===== config.mk =====
export PLATFORM = sky130hd
export DESIGN_NAME = lock_detect_config_regs
export DESIGN_NICKNAME = d
export VERILOG_FILES = /design/src/lock_detect_config_pkg.sv /design/src/lock_detect_config_regs.sv
export SDC_FILE = /design/constraint.sdc
export NUM_CORES = 1
export LEC_CHECK = 0
export ABC_CLOCK_PERIOD_IN_PS = 2000
export BUFFER_PORTS_ARGS = -buffer_cell sky130_fd_sc_hd__buf_2
export CAP_MARGIN = 20
export CELL_PAD_IN_SITES_DETAIL_PLACEMENT = 1
export CELL_PAD_IN_SITES_GLOBAL_PLACEMENT = 1
export CORE_ASPECT_RATIO = 2
export CORE_UTILIZATION = 44
export CTS_CLUSTER_DIAMETER = 60
export DETAILED_ROUTE_END_ITERATION = 10
export GPL_TIMING_DRIVEN = 0
export HOLD_SLACK_MARGIN = 0.1
export PLACE_DENSITY = 0.9
export RECOVER_POWER = 50
export SLEW_MARGIN = 20
export SYNTH_ARGS = -nofsm -noshare
export SYNTH_HDL_FRONTEND = slang
export SYNTH_SLANG_ARGS = --single-unit

===== constraint.sdc =====
create_clock -name sys_clk -period 2 [get_ports sys_clk]
set_input_delay 0.1 -clock sys_clk [delete_from_list [all_inputs] [get_ports sys_clk]]
set_output_delay 0.1 -clock sys_clk [all_outputs]
set_load 0.05 [all_outputs]

===== src/lock_detect_config_pkg.sv =====
// Package: register map, field layout and types of the lock-detect configuration bank
package lock_detect_config_pkg;
    localparam int          REG_ADDR_W      = 6;
    localparam int          REG_DATA_W      = 24;
    localparam int          CHIP_ADDR_W     = 3;
    localparam logic [5:0]  LOCK_CTRL_ADDR  = 6'h07;
    localparam logic [5:0]  ANALOG_EN_ADDR  = 6'h08;
    localparam logic [23:0] LOCK_CTRL_RST   = 24'h200844;
    localparam logic [23:0] ANALOG_EN_RST   = 24'h01BFFF;
    localparam logic [2:0]  SHARED_CHIP_ADDR = 3'h0;
    // Field positions of lock_detect_control
    localparam int WINCNT_LSB    = 0;
    localparam int TMR_DIV_LSB   = 5;
    localparam int TMR_SPD_LSB   = 8;
    localparam int LD_EN_BIT     = 11;
    localparam int LD_MODE_BIT   = 14;
    localparam int TRAIN_BIT     = 20;
    // Field positions of analog_enable_control
    localparam int DRV_EN_BIT    = 5;
    localparam int HF_REF_BIT    = 21;
    // Field position of the synchronous-load control, and width of the window count
    localparam int SYNC_MODE_BIT = 4;
    localparam int WIN_CNT_W     = 17;

    typedef enum logic [0:0] {
        LD_MANUAL = 1'b0,
        LD_AUTO   = 1'b1
    } ld_mode_t;

    typedef struct packed {
        logic [2:0] win_code;
        logic [2:0] tmr_div;
        logic [1:0] tmr_spd;
        logic       ld_enable;
        ld_mode_t   ld_mode;
        logic       train_pulse;
        logic       hf_ref;
        logic [16:0] win_count;
    } lock_cfg_t;

    typedef struct packed {
        logic       pin_out;
        logic       pin_oe;
    } pin_drive_t;

    function automatic logic [16:0] win_count_of(input logic [2:0] code);
        unique case (code)
            3'h0: win_count_of = 17'h00005;
            3'h1: win_count_of = 17'h00020;
            3'h2: win_count_of = 17'h00060;
            3'h3: win_count_of = 17'h00100;
            3'h4: win_count_of = 17'h00200;
            3'h5: win_count_of = 17'h00800;
            3'h6: win_count_of = 17'h02000;
            3'h7: win_count_of = 17'h0FFFF;
        endcase
    endfunction : win_count_of
endpackage : lock_detect_config_pkg


===== src/lock_detect_config_regs.sv =====
// Module: lock-detect and lock/serial-output pin configuration registers
`timescale 1ns/1ps
`default_nettype none

// Summary of operation
// - The window code selects 5, 32, 96, 256, 512, 2048, 8192 or 65535 consecutive in-window counts.
// - Lock detection runs only while the enable bit is 1, which resets to 1.
// - Mode bit 0 selects manual lock detection and 1 automatic training, resetting to 0.
// - Only a 0-to-1 change of the training bit starts a training run.
// - Timer divide and speed fields take effect only in manual mode.
// - With the driver enable bit 0 the lock/serial-output pin is high impedance.
// - With driver enable 1 and pin-select 1 the pin is always driven, as general purpose output.
// - With driver enable 1 and pin-select 0 the pin is released unless the last chip address was 000.
// - Without synchronous mode writes apply at a later load strobe, else at a later internal tick; a write in the cycle of the strobe or tick is never applied.
module lock_detect_config_regs
    import lock_detect_config_pkg::*;
(
    input  wire logic                                    sys_clk,       // System clock
    input  wire logic                                    arst_n,        // Async reset, active low
    input  wire logic                                    clk_en,        // Freezes state when low
    input  wire logic                                    wr_valid,      // Shifted word ready
    input  wire logic [lock_detect_config_pkg::REG_ADDR_W-1:0] wr_addr, // Register address
    input  wire logic [lock_detect_config_pkg::REG_DATA_W-1:0] wr_data, // Register data
    input  wire logic [lock_detect_config_pkg::CHIP_ADDR_W-1:0] rx_chip_addr, // Received chip addr
    input  wire logic                                    serial_load_strobe, // Load strobe
    input  wire logic                                    sync_mode,     // Synchronous load mode
    input  wire logic                                    internal_tick, // Internal clock tick
    input  wire logic                                    pin_select,    // Pin-select bit, reg 0Fh
    input  wire logic                                    lock_indicator_in, // Raw lock state
    input  wire logic                                    serial_data_in,    // Serial read data
    output logic [lock_detect_config_pkg::REG_DATA_W-1:0] lock_ctrl_q,  // Applied control reg
    output logic [lock_detect_config_pkg::REG_DATA_W-1:0] analog_en_q,  // Applied analog reg
    output lock_detect_config_pkg::lock_cfg_t            lock_cfg,      // Decoded lock settings
    output logic                                         lock_or_serial_out_pin_o,  // Pin out
    output logic                                         lock_or_serial_out_pin_oe  // Pin drive
);
    import lock_detect_config_pkg::*;

    // ----------------------------------------------------------------
    // State
    // ----------------------------------------------------------------
    typedef struct packed {
        logic [REG_DATA_W-1:0]  shd_lock;
        logic [REG_DATA_W-1:0]  shd_analog;
        logic                   pend_lock;
        logic                   pend_analog;
        logic [REG_DATA_W-1:0]  lock_ctrl;
        logic [REG_DATA_W-1:0]  analog_en;
        logic [CHIP_ADDR_W-1:0] last_chip;
        lock_cfg_t              cfg;
        pin_drive_t             pin;
    } state_t;

    localparam state_t STATE_RST = '{
        shd_lock:    LOCK_CTRL_RST,
        shd_analog:  ANALOG_EN_RST,
        pend_lock:   1'b0,
        pend_analog: 1'b0,
        lock_ctrl:   LOCK_CTRL_RST,
        analog_en:   ANALOG_EN_RST,
        last_chip:   SHARED_CHIP_ADDR,
        cfg:         '0,
        pin:         '0
    };

    state_t state_ff;
    state_t nxt_state;

    logic [REG_DATA_W-1:0] new_lock;
    logic [REG_DATA_W-1:0] new_analog;
    logic                  apply_now;

    // ----------------------------------------------------------------
    // Elaboration checks
    // ----------------------------------------------------------------
    if (REG_DATA_W <= TRAIN_BIT || REG_DATA_W <= HF_REF_BIT) begin : g_bad_data_w
        $error("Register width too narrow for the field layout");
    end

    if (CHIP_ADDR_W != $bits(SHARED_CHIP_ADDR)) begin : g_bad_chip_w
        $error("Chip address width does not match the shared address");
    end

    if (REG_ADDR_W != $bits(LOCK_CTRL_ADDR)) begin : g_bad_addr_w
        $error("Register address width does not match the register map");
    end

    // ----------------------------------------------------------------
    // Helpers
    // ----------------------------------------------------------------
    // Write word aimed at the given register
    function automatic logic hits(
        input logic                  valid,
        input logic [REG_ADDR_W-1:0] addr,
        input logic [REG_ADDR_W-1:0] target
    );
        hits = valid && (addr == target);
    endfunction : hits

    // Pin drive from the applied enable, pin mode and last chip address
    function automatic pin_drive_t pin_drive_of(
        input logic                   drv_en,
        input logic                   gpo_sel,
        input logic [CHIP_ADDR_W-1:0] chip,
        input logic                   lock_val,
        input logic                   sdo_val
    );
        pin_drive_t pin;
        pin.pin_out = gpo_sel ? lock_val : sdo_val;
        if (!drv_en) begin
            pin.pin_oe = 1'b0;
        end else if (gpo_sel) begin
            pin.pin_oe = 1'b1;
        end else begin
            pin.pin_oe = (chip == SHARED_CHIP_ADDR);
        end
        pin_drive_of = pin;
    endfunction : pin_drive_of

    // ----------------------------------------------------------------
    // Next state
    // ----------------------------------------------------------------
    always_comb begin
        nxt_state = state_ff;
        if (wr_valid) begin
            nxt_state.last_chip = rx_chip_addr;
        end
        if (hits(wr_valid, wr_addr, LOCK_CTRL_ADDR)) begin
            nxt_state.shd_lock  = wr_data;
            nxt_state.pend_lock = 1'b1;
        end
        if (hits(wr_valid, wr_addr, ANALOG_EN_ADDR)) begin
            nxt_state.shd_analog  = wr_data;
            nxt_state.pend_analog = 1'b1;
        end
        // Apply on strobe, or on internal tick in synchronous mode
        apply_now = sync_mode ? internal_tick : serial_load_strobe;
        new_lock   = state_ff.lock_ctrl;
        new_analog = state_ff.analog_en;
        if (apply_now) begin
            if (state_ff.pend_lock) begin
                new_lock = state_ff.shd_lock;
            end
            if (state_ff.pend_analog) begin
                new_analog = state_ff.shd_analog;
            end
            nxt_state.pend_lock   = 1'b0;
            nxt_state.pend_analog = 1'b0;
        end
        nxt_state.lock_ctrl = new_lock;
        nxt_state.analog_en = new_analog;

        // Decoded configuration
        nxt_state.cfg.win_code  = new_lock[WINCNT_LSB +: 3];
        nxt_state.cfg.win_count = win_count_of(new_lock[WINCNT_LSB +: 3]);
        nxt_state.cfg.ld_enable = new_lock[LD_EN_BIT];
        nxt_state.cfg.ld_mode   = ld_mode_t'(new_lock[LD_MODE_BIT]);
        if (new_lock[LD_MODE_BIT] == LD_MANUAL) begin
            nxt_state.cfg.tmr_div = new_lock[TMR_DIV_LSB +: 3];
            nxt_state.cfg.tmr_spd = new_lock[TMR_SPD_LSB +: 2];
        end else begin
            nxt_state.cfg.tmr_div = '0;
            nxt_state.cfg.tmr_spd = '0;
        end
        // Training only on a rising edge of the applied bit
        nxt_state.cfg.train_pulse = new_lock[TRAIN_BIT] &
                                    ~state_ff.lock_ctrl[TRAIN_BIT] &
                                    new_lock[LD_EN_BIT];
        nxt_state.cfg.hf_ref = new_analog[HF_REF_BIT];

        // Lock/serial-output pin drive
        nxt_state.pin = pin_drive_of(new_analog[DRV_EN_BIT],
                                     pin_select,
                                     nxt_state.last_chip,
                                     lock_indicator_in,
                                     serial_data_in);
    end

    // ----------------------------------------------------------------
    // Registers
    // ----------------------------------------------------------------
    always_ff @(posedge sys_clk or negedge arst_n) begin
        if (!arst_n) begin
            state_ff <= STATE_RST;
        end else if (clk_en) begin
            state_ff <= nxt_state;
        end
    end

    // ----------------------------------------------------------------
    // Outputs, all straight from the state register
    // ----------------------------------------------------------------
    assign lock_ctrl_q               = state_ff.lock_ctrl;
    assign analog_en_q               = state_ff.analog_en;
    assign lock_cfg                  = state_ff.cfg;
    assign lock_or_serial_out_pin_o  = state_ff.pin.pin_out;
    assign lock_or_serial_out_pin_oe = state_ff.pin.pin_oe;
endmodule : lock_detect_config_regs

`default_nettype wire


Word-level counts from Yosys, hierarchy flattened
Memory sizes are Yosys's and may differ from the RTL's. A register that Yosys moved wholly into a read port is not among the register bits.
Index checks and enable logic that the tools add are counted.
{"block": "op_classes", "n_addsub": 0, "multipliers": 0, "div_mod_pow": 0, "n_lt_le_gt_ge": 0, "n_eq_ne": 2, "shifts": 0, "mux": 13, "bitwise": 3, "reduce_logical": 12}
{"operator": "$mux W22", "count": 2}
{"operator": "$mux W21", "count": 2}
{"operator": "$reduce_and A2 Y1", "count": 4}
{"operator": "$eq A6 B3 Y1 const B", "count": 1}
{"operator": "$eq A6 B4 Y1 const B", "count": 1}
{"operator": "$mux W1", "count": 6}
{"operator": "$reduce_and A3 Y1", "count": 2}
{"operator": "$mux W5", "count": 1}
{"operator": "$reduce_bool A2 Y1", "count": 2}
{"operator": "$logic_not A3 Y1", "count": 1}
{"operator": "$mux W3", "count": 1}
{"operator": "$and A1 B1 Y1", "count": 2}
{"operator": "$logic_and A1 B1 Y1", "count": 2}
{"operator": "$mux W2", "count": 1}
{"operator": "$logic_not A1 Y1", "count": 1}
{"operator": "$not A1 Y1", "count": 1}
{"block": "totals", "ff_bits": 132, "latch_bits": 0, "ram_bits": 0, "romBits": 128, "in_bits": 43, "output_inout_bits": 79, "word_cells": 50, "mem_count": 1}
{"memory": "(name not given)", "words": 8, "word_bits": 16, "rd": 1, "rd_ports_with_merged_regs": 1, "write_ports": 0, "line_no": "lock_detect_config_pkg.sv:47", "source": "unique case (code)"}

Depth between registers and ports, before layout
{"block": "depth", "ltp_word": 4, "ltp_mapped": 7, "depth_no_buf": 7}

Least setup slack after synthesis
Ideal clock, no wire load.
{"block": "synth_timing", "path_kind": "register to register", "start": "reg state_ff[83] in the netlist's numbering", "end": "reg lock_cfg[2] (netlist name)", "setup_ps": 150, "t_arrival_ps": 1620, "required_time_ps": 1850, "path_slack_ps": 230, "stages_incl_launch_ff": 8, "n_path_buf": 1, "synth_period_minus_slack_ps": 1770, "path_cell_list": "dfrtp_1 -> clkbuf_1 -> nand2_1 -> mux2i_1 -> inv_1 -> ha_1 -> o211ai_1 -> o221ai_1"}
{"block": "synth_via", "elab_chain_len": 2}
{"element": "start: declaration", "line_no": "lock_detect_config_regs.sv:66", "source": "state_t state_ff;"}
{"element": "start signal: assignment", "line_no": "lock_detect_config_regs.sv:186", "source": "state_ff <= nxt_state;"}
{"element": "$mux W21", "line_no": "lock_detect_config_regs.sv:141", "source": "if (state_ff.pend_lock) begin"}
{"element": "$mux W21", "line_no": "lock_detect_config_regs.sv:140", "source": "if (apply_now) begin"}
{"element": "net new_lock[0]", "line_no": "lock_detect_config_regs.sv:69", "source": "logic [REG_DATA_W-1:0] new_lock;"}
The timed path passes the listed nets, and every way through them passes these cells.
A chain may end at the register's enable or synchronous reset.

Final worst setup path
{"block": "layout_timing", "start": "reg state_ff[83] in the netlist's numbering", "end": "reg lock_cfg[6] (netlist name)"}
{"block": "layout_via", "elab_chain_len": 2}
{"element": "$mux W21", "line_no": "lock_detect_config_regs.sv:141"}
{"element": "$mux W21", "line_no": "lock_detect_config_regs.sv:140"}
{"element": "net new_lock[0]", "line_no": "lock_detect_config_regs.sv:69"}
The timed path passes the listed nets, and every way through them passes these cells.

==> results_dict.tcl <==
set metrics [dict create \
    clock_latency_ps 410 \
    yosys-mux-area-fraction 0.217 \
    synth_edf_count 0 \
    fp.dieW_microns 80.5 \
    drv_cap 0 \
    worst_slew_pin_slew_ps 1380 \
    nFillCells 1247 \
    synth_nets 444 \
    antenna_found_initial 0 \
    fin_worst_hold_slack_ps 158 \
    async_flop_share 1.00 \
    crit_path_max_fanout 10 \
    yosys.area.top_type "dfrtp_1" \
    syn_area_sq_um 5430 \
    worst_clock_skew_ps 11.9 \
    avgSynthCellArea_sq_um 13.6 \
    wl_per_cell_microns 19.5 \
    placement_rows 57 \
    max_freq_mhz 515 \
    pin_count 122 \
    critical_path_class "flip-flop to flip-flop" \
    maxSlewViolCount 0 \
    synth-seq-cells 119 \
    grt_pass1_vias 4249 \
    final_common_cell "mux2_2" \
    period_needed_ps 1940 \
    grt_overflow 0 \
    cts_tree "built" \
    slew_headroom 0.0795 \
    power.leakage_nw 3.62 \
    ys.flop_type "dfrtp_1" \
    finalCritPeriodShare 0.971 \
    antennaDiodeCount 0 \
    setup_tns_ps 0 \
    drt_first_pass_iters 4 \
    vias 3622 \
    worst_setup_path_start_kind "flip-flop" \
    coreArea_sq_um 12100 \
    die_y_microns 159 \
    fin_cells 730 \
    register_area_sq_um 3030 \
    drive_above_1_share 0.609 \
    port_buffers 119 \
    worstPathArrival_ps 2180 \
    ys_seq_area_frac 0.558 \
    grt_first_pass_wirelength_mm 22.9 \
    synth_xor_area_frac 0 \
    cts-root-buf "clkbuf_16" \
    grt_usage 0.244 \
    synth_top_family_by_area "multiplexers" \
    synth_top_area_share 0.364 \
    numCtsBuffers 17 \
    final_cell_mix "mux2_2 (95), buf_2 (92), buf_4 (78), dfrtp_1 (78), dfstp_2 (40)" \
    post-route-drc-count 0 \
    grt_max_degree 68 \
    nNetsFinal 616 \
    totalWireLength_mm 14.3 \
    synthSimpleGateAreaFrac 0.0567 \
    rsz0062_at_grt "false" \
    initial_core_util 0.450 \
    dpl.cell_count 665 \
    cts_htree_levels 4 \
    yosysUniqueCellTypes 35 \
    multi_input_area_sq_um 1680 \
    hp-class "primary input to flip-flop" \
    clk_pin_slew_ps 60 \
    required_ps 2240 \
    final-hold-violation-count 0 \
    gp_congestion 0.781 \
    hpwl_mm 9.68 \
    ir_drop_v 0.000838 \
    netlist_instances 398 \
    setup_violations 0 \
    synth_warnings 0 \
    outcome "finished clean" \
    endpoint_kind "flip-flop" \
    reg2reg_slack_ps 60 \
    cts_buffer_depth 2 \
    power_density_nw_per_um2 880 \
    vias_per_cell 4.96 \
    synth_compound_area_frac 0.0274 \
    ant_nets 0 \
    cts_sinks 119 \
    drtIter0Drc 119 \
    synthToLayoutAreaGrowth_pct 31.5 \
    die_area_sq_um 12800 \
    synthTopCellsByArea "dfrtp_1 (36%), mux2_2 (20%), dfstp_2 (19%)" \
    synth_fa_ha_area_frac 0.00692 \
]
[stage by stage]
| step | cell area [sq um] | power (mW) | worst slack [ps] | util |
|---|---|---|---|---|
| after floorplan | 5430 | 2.99 | 230 | - |
| after CTS | 7180 | 6.34 | 55.2 | 0.595 |
| after global routing | 7140 | 6.48 | 5.52 | 0.592 |
| final | 7140 | 6.28 | 57.9 | 0.592 |
| after global placement | 6210 | 3.15 | -476 | 0.515 |
| after detailed placement | 6240 | 3.20 | -326 | 0.518 |
[cells by family after synthesis]
group,after synthesis
DFF,119
adders and majority gates,3
muxes,104
buffers and inverters,100
other,1
and+or+nand+nor,49
AOI/OAI and AO/OA,22
[worst paths after layout]
check / from / cells after the start / endpoint
setup / recovery: state_ff[83]$_DFFE_PN0P_ / 6 / lock_cfg[6]$_DFFE_PN0P_
hold / removal: wr_addr[4] / 3 / state_ff[112]$_DFFE_PN0P_
setup reg to reg: state_ff[83]$_DFFE_PN0P_ / 6 / lock_cfg[6]$_DFFE_PN0P_
hold reg to reg: lock_or_serial_out_pin_oe$_DFFE_PN0P_ / 2 / lock_or_serial_out_pin_oe$_DFFE_PN0P_
max in group asynchronous: arst_n / 3 / lock_ctrl_q[11]$_DFFE_PN1P_
min in group asynchronous: arst_n / 2 / state_ff[32]$_DFFE_PN0P_
[metal layers]
metal | global-route usage | wire length, microns | up-vias
met1 | 0.252 | 5080 | 1869
met5 | 0 | 0 | -
met2 | 0.463 | 8500 | 84
met4 | 0.111 | 354 | 0
met3 | 0.0344 | 324 | 24
li1 | - | - | 1645
[power breakdown]
part           internal [mW]  switching [mW]
logic                  0.252           0.326
registers               2.56          0.0841
clock network           1.86            1.19
total                   4.68            1.60
[timing repair]
| action | CTS | global route |
|---|---|---|
| pin swaps | 0 | 0 |
| cloned | 0 | 0 |
| hold buffers | 34 | 0 |
| buffers inserted | 0 | 0 |
| hold endpoints to repair | 116 | 0 |
| gates resized for setup | 2 | 1 |
| setup endpoints to repair | 6 | 1 |
[synthesized netlist by cell type, drive strengths merged (6+ instances only)]
cell and n:
mux2 100, buf 87, dfrtp 79, dfstp 40, nor2 11, inv 8, nand2 8, nand3b 8
nand3 7, nand4b 7, a21oi 6
[registers in the layout (all words and copies together), names as in the netlist]
register / cells
lock_ctrl_q: 24
lock_cfg: 16
lock_or_serial_out_pin_oe: 1
analog_en_q: 24
state_ff: 53
lock_or_serial_out_pin_o: 1
[layout make-up]
| type | instances | share of cell area |
|---|---|---|
| buffer | 91 | 0.0966 |
| clock buffer | 17 | 0.0596 |
| clock inverter | 15 | 0.0238 |
| inverter | 8 | 0.00421 |
| multi-input combinational | 179 | 0.236 |
| sequential | 119 | 0.424 |
| tap | 147 | 0.0258 |
| timing repair buffer | 154 | 0.130 |
[critical path, cell delays in order (launching register included)]
cell,delay (ps)
dfrtp_2,490
nand2_2,250
mux2i_2,320
inv_1,80
ha_1,220
o211ai_1,190
o221ai_1,230
Power figures use the tool's default switching activity.
